--- config.mk ---
export PLATFORM = sky130hd
export DESIGN_NAME = sfcm_top
export DESIGN_NICKNAME = d
export VERILOG_FILES = /design/src/pkg/sfcm_pkg.sv /design/src/pkg/sfcm_crc_if.sv /design/src/logic/sfcm_sync.sv /design/src/logic/sfcm_crc.sv /design/src/logic/sfcm_top.sv
export SDC_FILE = /design/constraint.sdc
export NUM_CORES = 1
export LEC_CHECK = 0
export BUFFER_PORTS_ARGS = -buffer_cell sky130_fd_sc_hd__buf_2
export CAP_MARGIN = 20
export CORE_MARGIN = 8
export CORE_UTILIZATION = 48
export DETAILED_ROUTE_END_ITERATION = 10
export HOLD_SLACK_MARGIN = 0.06
export PLACE_DENSITY = 0.69
export SLEW_MARGIN = 20
export SYNTH_ARGS = -nofsm -noshare
export SYNTH_HDL_FRONTEND = slang
export SYNTH_SLANG_ARGS = --single-unit
--- constraint.sdc ---
create_clock -name ref_clk_in -period 3.7 [get_ports ref_clk_in]
set_clock_uncertainty 0.2 [all_clocks]
set_input_delay 0.185 -clock ref_clk_in [delete_from_list [all_inputs] [get_ports ref_clk_in]]
set_output_delay 0.185 -clock ref_clk_in [all_outputs]
set_load 0.005 [all_outputs]
--- src/pkg/sfcm_pkg.sv ---
package sfcm_pkg;
    // register byte offsets on the bus
    localparam logic [7:0] ADDR_CTRL = 8'h00;
    localparam logic [7:0] ADDR_START = 8'h04;
    localparam logic [7:0] ADDR_LEN = 8'h08;
    localparam logic [7:0] ADDR_STATUS = 8'h0c;
    localparam logic [7:0] ADDR_DATA = 8'h10;
    localparam logic [7:0] ADDR_CRC = 8'h14;
    // control fields and reset values
    localparam int CTRL_SEL_BIT = 0;
    localparam int CTRL_INIT_BIT = 1;
    localparam int CTRL_CLK_BIT = 2;
    localparam int CTRL_MOSI_BIT = 3;
    localparam int CTRL_RESTART_BIT = 4;
    localparam logic [3:0] CTRL_RST = 4'h3;
    localparam logic [23:0] START_RST = 24'h000000;
    localparam logic [31:0] LEN_RST = 32'h00000100;
    localparam logic [2:0] HSIZE_WORD = 3'h2;
    // status field positions
    localparam int ST_STATE_LSB = 0;
    localparam int ST_DONE_BIT = 4;
    localparam int ST_CRC_BIT = 5;
    localparam int ST_MODE_ERR_BIT = 6;
    localparam int ST_VARIANT_LSB = 7;
    localparam int ST_MODE_LSB = 10;
    localparam int ST_RATE_LSB = 13;
    localparam int ST_PULLUP_BIT = 15;
    localparam int ST_PROG_BIT = 16;
    // flash read sequence
    localparam logic [7:0] READ_CMD = 8'h03;
    localparam logic [31:0] CMD_BITS = 32'h00000020;
    localparam logic [31:0] HDR_RATE_IDX = 32'h00000007;
    localparam logic [31:0] CRC_BITS = 32'h00000010;
    localparam logic [2:0] MODE_SPI = 3'h1;
    localparam logic [15:0] CRC_POLY = 16'h1021;
    localparam logic [15:0] CRC_INIT = 16'hffff;
    // timing at the 20 mhz reference clock
    localparam int CLK_NS = 50;
    localparam int PROG_LOW_NS = 500;
    localparam int CLEAR_NS = 2000;
    localparam logic [7:0] PROG_LOW_CYC = 8'((PROG_LOW_NS + CLK_NS - 1) / CLK_NS);
    localparam logic [7:0] CLEAR_CYC = 8'((CLEAR_NS + CLK_NS - 1) / CLK_NS);
    // serial clock half periods in reference cycles, per rate option
    localparam logic [1:0] RATE_SLOW = 2'h0;
    localparam logic [3:0] HALF_R0 = 4'ha;
    localparam logic [3:0] HALF_R1 = 4'h5;
    localparam logic [3:0] HALF_R2 = 4'h4;
    localparam logic [3:0] HALF_R3 = 4'h3;
    // pin synchroniser reset pattern, reprogram pin reads high
    localparam logic [10:0] SYNC_RST = 11'h080;

    typedef enum logic [2:0] {
        S_HOLD = 3'h0,
        S_CLEAR = 3'h1,
        S_WAIT_INIT = 3'h2,
        S_CMD = 3'h3,
        S_DATA = 3'h4,
        S_DONE = 3'h5,
        S_FAIL = 3'h6
    } sfcm_state_type;
endpackage

--- src/pkg/sfcm_crc_if.sv ---
`timescale 1ns/1ps
interface sfcm_crc_if;
    logic clear;
    logic shift;
    logic bit_val;
    logic [15:0] value;
    modport user (output clear, output shift, output bit_val, input value);
    modport engine (input clear, input shift, input bit_val, output value);
endinterface

--- src/logic/sfcm_sync.sv ---
`timescale 1ns/1ps
module sfcm_sync #(
    parameter int W = 1,
    parameter logic [W-1:0] RST_VAL = '0
) (
    input wire logic ref_clk_in,
    input wire logic srst_in,
    input wire logic [W-1:0] async_in,
    output logic [W-1:0] sync_out
);
    logic [W-1:0] meta;

    // two stages; only the second stage is read outside
    always_ff @(posedge ref_clk_in) begin
        if (srst_in) begin
            meta <= RST_VAL;
            sync_out <= RST_VAL;
        end else begin
            meta <= async_in;
            sync_out <= meta;
        end
    end
endmodule

--- src/logic/sfcm_crc.sv ---
`timescale 1ns/1ps
module sfcm_crc (
    input wire logic ref_clk_in,
    input wire logic srst_in,
    sfcm_crc_if.engine crc
);
    logic fb;

    assign fb = crc.value[15] ^ crc.bit_val;

    // serial crc, msb first, one data bit per shift
    always_ff @(posedge ref_clk_in) begin
        if (srst_in || crc.clear) begin
            crc.value <= sfcm_pkg::CRC_INIT;
        end else if (crc.shift) begin
            crc.value <= {crc.value[14:0], 1'b0} ^ (fb ? sfcm_pkg::CRC_POLY : 16'h0000);
        end
    end
endmodule

--- src/logic/sfcm_top.sv ---
`timescale 1ns/1ps
// Operation
// - latch variant pins when init rises
// - send read command then start address
// - capture configuration data from din
// - drive flash select low during read
// - serial clock from divider, rate option
// - drive serial clock throughout the read
// - drive chain data output during configuration
// - init low while clearing, then release
// - crc error drives init low
// - done low until successful completion
// - long reprogram pulse restarts configuration
// - no configuration start while reprogram low
// - flash pins high impedance while reprogram low
// - software drives flash select after configuration
// - init becomes software driven after configuration
// - read command issued once, no retry
// - start slow, speed up per bitstream
module sfcm_top (
    input wire logic ref_clk_in,
    input wire logic srst_in,
    input wire logic hsel_in,
    input wire logic [31:0] haddr_in,
    input wire logic [1:0] htrans_in,
    input wire logic hwrite_in,
    input wire logic [2:0] hsize_in,
    input wire logic hready_in,
    input wire logic [31:0] hwdata_in,
    output logic [31:0] hrdata_out,
    output logic hreadyout_out,
    output logic hresp_out,
    input wire logic [2:0] variant_select_pins_in,
    input wire logic [2:0] mode_pins_in,
    input wire logic io_pullup_disable_in,
    input wire logic reprogram_n_in,
    input wire logic din_in,
    input wire logic init_n_in,
    output logic init_n_out,
    output logic init_n_oe_n_out,
    input wire logic done_in,
    output logic done_out,
    output logic done_oe_n_out,
    output logic flash_select_n_out,
    output logic config_serial_clock_out,
    output logic mosi_out,
    output logic chain_data_out,
    output logic io_oe_n_out
);
    sfcm_pkg::sfcm_state_type state;
    logic [10:0] pins_s;
    logic [2:0] variant_s;
    logic [2:0] mode_s;
    logic pullup_s;
    logic prog_s;
    logic din_s;
    logic init_s;
    logic done_s;
    logic init_q;
    logic init_rise;
    logic [3:0] ctrl;
    logic [23:0] start_addr;
    logic [31:0] len;
    logic restart_req;
    logic [2:0] variant_lat;
    logic [2:0] mode_lat;
    logic [1:0] rate;
    logic [3:0] half_cyc;
    logic [3:0] div_cnt;
    logic running;
    logic tick;
    logic rise;
    logic fall;
    logic sclk;
    logic [31:0] bit_cnt;
    logic [31:0] sh_out;
    logic [31:0] rx_word;
    logic [7:0] clr_cnt;
    logic [7:0] prog_cnt;
    logic prog_long;
    logic crc_err;
    logic mode_err;
    logic crc_ok;
    logic ap_write;
    logic [7:0] ap_addr;
    logic bus_acc;
    logic [31:0] rd_val;
    sfcm_crc_if crc_bus ();

    sfcm_sync #(
        .W(11),
        .RST_VAL(sfcm_pkg::SYNC_RST)
    ) u_sync (
        .ref_clk_in(ref_clk_in),
        .srst_in(srst_in),
        .async_in({done_in, init_n_in, din_in, reprogram_n_in, io_pullup_disable_in,
                   mode_pins_in, variant_select_pins_in}),
        .sync_out(pins_s)
    );

    sfcm_crc u_crc (
        .ref_clk_in(ref_clk_in),
        .srst_in(srst_in),
        .crc(crc_bus.engine)
    );

    // unpack synchronised pins
    assign variant_s = pins_s[2:0];
    assign mode_s = pins_s[5:3];
    assign pullup_s = pins_s[6];
    assign prog_s = pins_s[7];
    assign din_s = pins_s[8];
    assign init_s = pins_s[9];
    assign done_s = pins_s[10];
    assign init_rise = init_s && !init_q;

    // rate option to half period of the serial clock
    always_comb begin
        unique case (rate)
            2'h0: half_cyc = sfcm_pkg::HALF_R0;
            2'h1: half_cyc = sfcm_pkg::HALF_R1;
            2'h2: half_cyc = sfcm_pkg::HALF_R2;
            2'h3: half_cyc = sfcm_pkg::HALF_R3;
        endcase
    end

    // divider enable; edges of the serial clock are ticks
    assign running = (state == sfcm_pkg::S_CMD) || (state == sfcm_pkg::S_DATA);
    assign tick = running && (div_cnt == half_cyc - 4'h1);
    assign rise = tick && !sclk;
    assign fall = tick && sclk;

    always_ff @(posedge ref_clk_in) begin
        if (srst_in || !running || tick) begin
            div_cnt <= 4'h0;
        end else begin
            div_cnt <= div_cnt + 4'h1;
        end
    end

    // edge history of the init pin
    always_ff @(posedge ref_clk_in) begin
        if (srst_in) begin
            init_q <= 1'b0;
        end else begin
            init_q <= init_s;
        end
    end

    // short reprogram glitches are filtered by requiring the full low time
    always_ff @(posedge ref_clk_in) begin
        if (srst_in || prog_s) begin
            prog_cnt <= 8'h00;
        end else if (prog_cnt != sfcm_pkg::PROG_LOW_CYC) begin
            prog_cnt <= prog_cnt + 8'h01;
        end
    end
    assign prog_long = (prog_cnt == sfcm_pkg::PROG_LOW_CYC);

    // configuration sequencer
    always_ff @(posedge ref_clk_in) begin
        if (srst_in) begin
            state <= sfcm_pkg::S_CLEAR;
            clr_cnt <= 8'h00;
            bit_cnt <= 32'h0;
        end else begin
            unique case (state)
                sfcm_pkg::S_HOLD: begin
                    if (prog_s) begin
                        state <= sfcm_pkg::S_CLEAR;
                        clr_cnt <= 8'h00;
                    end
                end
                sfcm_pkg::S_CLEAR: begin
                    if (!prog_s) begin
                        state <= sfcm_pkg::S_HOLD;
                    end else if (clr_cnt == sfcm_pkg::CLEAR_CYC - 8'h01) begin
                        state <= sfcm_pkg::S_WAIT_INIT;
                    end else begin
                        clr_cnt <= clr_cnt + 8'h01;
                    end
                end
                sfcm_pkg::S_WAIT_INIT: begin
                    // an outside party may hold init low to stall here
                    if (!prog_s) begin
                        state <= sfcm_pkg::S_HOLD;
                    end else if (init_rise) begin
                        bit_cnt <= 32'h0;
                        if (mode_s == sfcm_pkg::MODE_SPI) begin
                            state <= sfcm_pkg::S_CMD;
                        end else begin
                            state <= sfcm_pkg::S_FAIL;
                        end
                    end
                end
                sfcm_pkg::S_CMD: begin
                    if (fall && bit_cnt == sfcm_pkg::CMD_BITS) begin
                        state <= sfcm_pkg::S_DATA;
                        bit_cnt <= 32'h0;
                    end else if (rise) begin
                        bit_cnt <= bit_cnt + 32'h1;
                    end
                end
                sfcm_pkg::S_DATA: begin
                    // no retry: a failed read ends in the fail state
                    if (fall && bit_cnt == len) begin
                        state <= crc_ok ? sfcm_pkg::S_DONE : sfcm_pkg::S_FAIL;
                    end else if (rise) begin
                        bit_cnt <= bit_cnt + 32'h1;
                    end
                end
                sfcm_pkg::S_DONE, sfcm_pkg::S_FAIL: begin
                end
                default: begin
                    state <= sfcm_pkg::S_CLEAR;
                end
            endcase
            if (prog_long && state != sfcm_pkg::S_HOLD) begin
                state <= sfcm_pkg::S_HOLD;
            end else if (restart_req) begin
                state <= sfcm_pkg::S_CLEAR;
                clr_cnt <= 8'h00;
            end
        end
    end

    // strap capture on the rising init edge
    always_ff @(posedge ref_clk_in) begin
        if (srst_in) begin
            variant_lat <= 3'h0;
            mode_lat <= 3'h0;
        end else if (state == sfcm_pkg::S_WAIT_INIT && init_rise) begin
            variant_lat <= variant_s;
            mode_lat <= mode_s;
        end
    end

    // command and address shifter, loaded once per attempt
    always_ff @(posedge ref_clk_in) begin
        if (srst_in) begin
            sh_out <= 32'h0;
        end else if (state == sfcm_pkg::S_WAIT_INIT && init_rise) begin
            sh_out <= {sfcm_pkg::READ_CMD, start_addr};
        end else if (state == sfcm_pkg::S_CMD && fall) begin
            sh_out <= {sh_out[30:0], 1'b0};
        end
    end

    // receive path: din sampled on the rising serial clock edge
    always_ff @(posedge ref_clk_in) begin
        if (srst_in) begin
            rx_word <= 32'h0;
            chain_data_out <= 1'b0;
        end else if (state == sfcm_pkg::S_DATA && rise) begin
            rx_word <= {rx_word[30:0], din_s};
            chain_data_out <= din_s;
        end
    end

    // rate starts slow and follows the header bits 6..7
    always_ff @(posedge ref_clk_in) begin
        if (srst_in || state == sfcm_pkg::S_CLEAR) begin
            rate <= sfcm_pkg::RATE_SLOW;
        end else if (state == sfcm_pkg::S_DATA && rise && bit_cnt == sfcm_pkg::HDR_RATE_IDX) begin
            rate <= {rx_word[0], din_s};
        end
    end

    // crc over every bit ahead of the 16-bit trailer
    assign crc_bus.clear = (state == sfcm_pkg::S_WAIT_INIT) && init_rise;
    assign crc_bus.shift = (state == sfcm_pkg::S_DATA) && rise
                           && (bit_cnt < len - sfcm_pkg::CRC_BITS);
    assign crc_bus.bit_val = din_s;
    assign crc_ok = (crc_bus.value == rx_word[15:0]);

    // sticky failure causes, cleared when a new attempt starts
    always_ff @(posedge ref_clk_in) begin
        if (srst_in || state == sfcm_pkg::S_CLEAR) begin
            crc_err <= 1'b0;
            mode_err <= 1'b0;
        end else if (state == sfcm_pkg::S_DATA && fall && bit_cnt == len && !crc_ok) begin
            crc_err <= 1'b1;
        end else if (state == sfcm_pkg::S_WAIT_INIT && init_rise && mode_s != sfcm_pkg::MODE_SPI) begin
            mode_err <= 1'b1;
        end
    end

    // serial clock, select and data pins
    always_ff @(posedge ref_clk_in) begin
        if (srst_in) begin
            sclk <= 1'b0;
            flash_select_n_out <= 1'b1;
            mosi_out <= 1'b0;
            io_oe_n_out <= 1'b1;
        end else begin
            io_oe_n_out <= !prog_s;
            if (state == sfcm_pkg::S_DONE) begin
                sclk <= ctrl[sfcm_pkg::CTRL_CLK_BIT];
                flash_select_n_out <= ctrl[sfcm_pkg::CTRL_SEL_BIT];
                mosi_out <= ctrl[sfcm_pkg::CTRL_MOSI_BIT];
            end else begin
                sclk <= running ? (sclk ^ tick) : 1'b0;
                flash_select_n_out <= !running;
                mosi_out <= (state == sfcm_pkg::S_CMD) ? sh_out[31] : 1'b0;
            end
        end
    end
    assign config_serial_clock_out = sclk;

    // open-drain done pin; init open-drain except in the done state, where ctrl drives its level
    always_ff @(posedge ref_clk_in) begin
        if (srst_in) begin
            init_n_out <= 1'b0;
            init_n_oe_n_out <= 1'b0;
            done_oe_n_out <= 1'b0;
        end else begin
            init_n_out <= (state == sfcm_pkg::S_DONE) ? ctrl[sfcm_pkg::CTRL_INIT_BIT] : 1'b0;
            unique case (state)
                sfcm_pkg::S_HOLD, sfcm_pkg::S_CLEAR: init_n_oe_n_out <= 1'b0;
                sfcm_pkg::S_FAIL: init_n_oe_n_out <= !crc_err;
                sfcm_pkg::S_DONE: init_n_oe_n_out <= 1'b0;
                default: init_n_oe_n_out <= 1'b1;
            endcase
            done_oe_n_out <= (state == sfcm_pkg::S_DONE);
        end
    end
    assign done_out = 1'b0;

    // ahb-lite slave: zero wait states, always okay
    assign hreadyout_out = 1'b1;
    assign hresp_out = 1'b0;
    assign bus_acc = hsel_in && htrans_in[1] && hready_in;

    always_comb begin
        rd_val = 32'h0;
        unique case (haddr_in[7:0])
            sfcm_pkg::ADDR_CTRL: rd_val = {28'h0, ctrl};
            sfcm_pkg::ADDR_START: rd_val = {8'h00, start_addr};
            sfcm_pkg::ADDR_LEN: rd_val = len;
            sfcm_pkg::ADDR_STATUS: begin
                rd_val[sfcm_pkg::ST_STATE_LSB +: 3] = state;
                rd_val[sfcm_pkg::ST_DONE_BIT] = done_s;
                rd_val[sfcm_pkg::ST_CRC_BIT] = crc_err;
                rd_val[sfcm_pkg::ST_MODE_ERR_BIT] = mode_err;
                rd_val[sfcm_pkg::ST_VARIANT_LSB +: 3] = variant_lat;
                rd_val[sfcm_pkg::ST_MODE_LSB +: 3] = mode_lat;
                rd_val[sfcm_pkg::ST_RATE_LSB +: 2] = rate;
                rd_val[sfcm_pkg::ST_PULLUP_BIT] = pullup_s;
                rd_val[sfcm_pkg::ST_PROG_BIT] = prog_s;
            end
            sfcm_pkg::ADDR_DATA: rd_val = rx_word;
            sfcm_pkg::ADDR_CRC: rd_val = {rx_word[15:0], crc_bus.value};
            default: rd_val = 32'h0;
        endcase
    end

    // read data is fetched in the address phase so it stands from a flop
    always_ff @(posedge ref_clk_in) begin
        if (srst_in) begin
            hrdata_out <= 32'h0;
            ap_write <= 1'b0;
            ap_addr <= 8'h00;
        end else begin
            ap_write <= bus_acc && hwrite_in && (hsize_in == sfcm_pkg::HSIZE_WORD);
            ap_addr <= haddr_in[7:0];
            if (bus_acc && !hwrite_in) begin
                hrdata_out <= rd_val;
            end
        end
    end

    // register writes land in the data phase
    always_ff @(posedge ref_clk_in) begin
        if (srst_in) begin
            ctrl <= sfcm_pkg::CTRL_RST;
            start_addr <= sfcm_pkg::START_RST;
            len <= sfcm_pkg::LEN_RST;
            restart_req <= 1'b0;
        end else begin
            restart_req <= ap_write && (ap_addr == sfcm_pkg::ADDR_CTRL)
                           && hwdata_in[sfcm_pkg::CTRL_RESTART_BIT];
            if (ap_write && ap_addr == sfcm_pkg::ADDR_CTRL) begin
                ctrl <= hwdata_in[3:0];
            end
            if (ap_write && ap_addr == sfcm_pkg::ADDR_START) begin
                start_addr <= hwdata_in[23:0];
            end
            if (ap_write && ap_addr == sfcm_pkg::ADDR_LEN) begin
                len <= hwdata_in;
            end
        end
    end
endmodule

==> reports/qor.yml <==
clock_network:
  clk_pin_slew_ps: 70
  cts_tree: "done"
  numCtsBuffers: 30
  cts.sink_count: 277
  worst_skew_pair.late_latency_ps: 560
  htreeDepth: 1
  cts_root_buffer: "clkbuf_16"
  clockBufferDepth: 3
placed_design:
  portBuffers: 99
  gp_congestion: 0.9060
  dp_hpwl_um: 27660
timing:
  fmax_ghz: 0.2657
  max_slew_margin_pct: 39.84
  rsz0062_at_grt: "yes"
  min_period_ps: 3764
  report.final.slew_viol_count: 0
  finalSetupViolCount: 16
  setup_slack_ps: -64.06
  hold_viol_final: 0
  tightest_slew_ps: 895.6
  timing.final.crit_share_pct: 101.7
yosys:
  synth_edf_count: 0
  netlist_area_mm2: 0.01326
  synth_area_leaders: "dfxtp_1 42%, nand2_1 7.4%, a21oi_1 7.2%, nor2_1 5.1%, xor2_1 3.9%"
  synth_ff_type: "dfxtp_1"
  ys_ff_latch: 277
  synthTopCellsByCount: "277 x dfxtp_1, 263 x nand2_1, 190 x a21oi_1"
  synth.top_cell.area_share_pct: 41.81
  yosys_warnings: 0
  synth_seq_area_share_pct: 41.81
  synth.avg_cell_area_um2: 8.167
  synth_cells: 1624
  ys_types: 69
  synth.most_common_cell: "dfxtp_1"
  synthArstFlopShare_pct: 0
  yosys.area.top_type: "dfxtp_1"
critical_path:
  cp.arrival_ps: 4050
  worstPathRequired_ps: 3990
  slowest_stage: "or4_4"
  cp.depth: 15
  reg2reg_depth: 15
  criticalPathCategory: "flip-flop to flip-flop"
  worstSetupEndpointType: "flip-flop"
  path_buf_inv: 4
  cpPeakStageDelay_ps: 550
  crit_chain: "or4_4, nor4b_4, nand2_2, or4_4, buf_6, nor4_4, xnor2_1, ha_1, buf_4, a211oi_2, o21a_2, buf_12, buf_12, nand3_2, nand3_1"
  start_kind: "flip-flop"
  crit_fanout: 7
  path_delay_family: "simple AND/OR/NAND/NOR gates"
drt:
  vias: 12460
  firstDrtPassIters: 6
  wl_per_cell_um: 18.76
  wirelength_um: 40130
  dr.first_iter.drc_count: 1195
  routed_via_density: 5.827
  drc: 0
  ant_nets: 0
floorplanning:
  initial_core_util_pct: 48.27
  fp.dieW_um: 182.2
  chipHeight_um: 182.2
  core_area_mm2: 0.02748
  fp-row-count: 61
  ios: 128
  dieArea_mm2: 0.03321
global_routing:
  antenna_found_initial: 0
  grt_pass1_wl_um: 63670
  overflow: 0
  grt_pass1_vias: 11830
  grtUsageTotal_pct: 23.40
  grt_max_degree: 95
cells_and_area:
  syn_to_final_growth_pct: 21.08
  antennaDiodeCount: 0
  n_fill_cell: 2417
  drive_above_1_share_pct: 14.67
  utilization_pct: 58.44
  nNetsFinal: 1896
worst_hold_path:
  hold_depth: 6
  hp-class: "input port to flip-flop"
power_and_ir_drop:
  power.total_w: 0.006708
  power_density_mw_per_mm2: 417.7
  peakVddDrop_mv: 0.2957
  p_leak_nw: 6.287
outcome:
  failed_checks: "negative setup slack"
  status: "finished with violations"
run:
  drv_cap: 0
-- what timing repair did --
item,in CTS,in global routing
hold buffers,61,0
endpoints found under the setup margin,16,20
resized for setup,25,6
gates cloned,1,0
hold endpoints to repair,120,0
pin swaps,17,7
setup buffers,4,1
-- worst reg2reg max path, stage by stage (launching register included) --
cell	delay (ps)
dfxtp_1	320
or4_4	550
nor4b_4	350
nand2_2	90
or4_4	470
buf_6	140
nor4_4	130
xnor2_1	160
ha_1	270
buf_4	140
a211oi_2	230
o21a_2	250
buf_12	130
buf_12	120
nand3_2	70
nand3_1	90
-- cell usage in the layout, fill, tap and decap left out, types with 5 or more instances in the layout --
cell,n
a2111oi_0,7
nor2_1,178
xnor2_1,44
clkinv_2,7
and2_1,5
clkbuf_1,5
clkbuf_16,31
o21ai_1,7
and4_1,5
a21oi_1,189
clkbuf_8,5
and3_1,19
o21ai_0,23
nand3_2,17
mux2i_1,51
a221oi_1,5
a222oi_1,16
a211oi_1,9
buf_4,60
nand2b_1,16
xor2_1,59
nor4_1,24
ha_1,41
a31oi_1,6
nand3_1,45
a22oi_1,18
nand4_1,16
buf_2,98
dfxtp_1,276
nand2_1,263
nor3_1,20
a311oi_1,19
a21o_1,15
dlygate4sd3_1,61
inv_1,15
nor2b_1,41
-- area by class of cell --
class                   instances  area [µm²]  area share, %
multi-input cells            1220        7338          45.70
repair buffers                226        1682          10.47
well taps                     346       432.9          2.696
clock inverters                14       138.9         0.8649
clock buffers                  41       863.3          5.376
flip-flops and latches        277        5547          34.54
inverters                      15       56.30         0.3506
-- registers in the layout, summed over array words and instances, names as in the netlist, 2 cells and up --
name / count
ap_addr: 8
bit_cnt: 32
clr_cnt: 8
ctrl: 4
div_cnt: 4
hrdata_out: 32
len: 32
mode_lat: 3
prog_cnt: 8
rate: 2
rx_word: 32
sh_out: 32
start_addr: 24
state: 3
u_crc.crc.value: 16
u_sync.meta: 11
u_sync.sync_out: 11
variant_lat: 3
-- kinds of logic (layout without fill, tap and decap cells) --
group           count (synthesis)  count (layout)  synth area share [%]
mux                            52              52                 3.934
fa+ha+maj                      41              41                 3.868
buf+inv                       128             296                 3.991
xor+xnor                      103             103                 6.802
simple gates                  681             681                 23.70
flops                         277             277                 41.81
other cells                     2               3               0.05662
compound gates                340             340                 15.84
-- report_power, final --
part | internal (W) | total, W | switching, W
clock network | 0.00177 | 0.00305 | 0.00128
registers | 0.00304 | 0.00308 | 0.0000379
logic | 0.000233 | 0.000579 | 0.000346
-- final timing paths --
kind	startpoint	to	slack, ps
setup / recovery	len[9]	u_crc.crc.value[6]	-60
hold / removal	htrans_in[1]	hrdata_out[0]	130
setup reg to reg	len[9]	u_crc.crc.value[6]	-60
hold reg to reg	u_sync.meta[7]	u_sync.sync_out[7]	220
-- stage by stage --
stage	instance area [µm²]	hold slack (ps)	setup WS, ps	cells	TNS [ps]
floorplan	13290	88.81	-76.26	1625	-786.9
global placement	14240	169.5	-22.33	2017	-199.1
detailed placement	14240	178.4	-134.1	2017	-1783
CTS	16030	97.95	-85.15	2138	-1218
global route	16060	138.5	-193.5	2139	-3056
finish	16060	126.7	-64.06	2139	-828.7
-- per-layer routing --
layer | global-route usage [%] | share of wire (%) | up-vias | wire [µm]
li1 | - | - | 5935 | -
met1 | 31.78 | 44 | 5942 | 17710
met3 | 3.699 | 7.4 | 86 | 2958
met2 | 37.13 | 45 | 500 | 18130
met4 | 8.331 | 3.3 | 0 | 1336
met5 | 0 | 0 | - | 0
(Power assumes the default switching activity.)
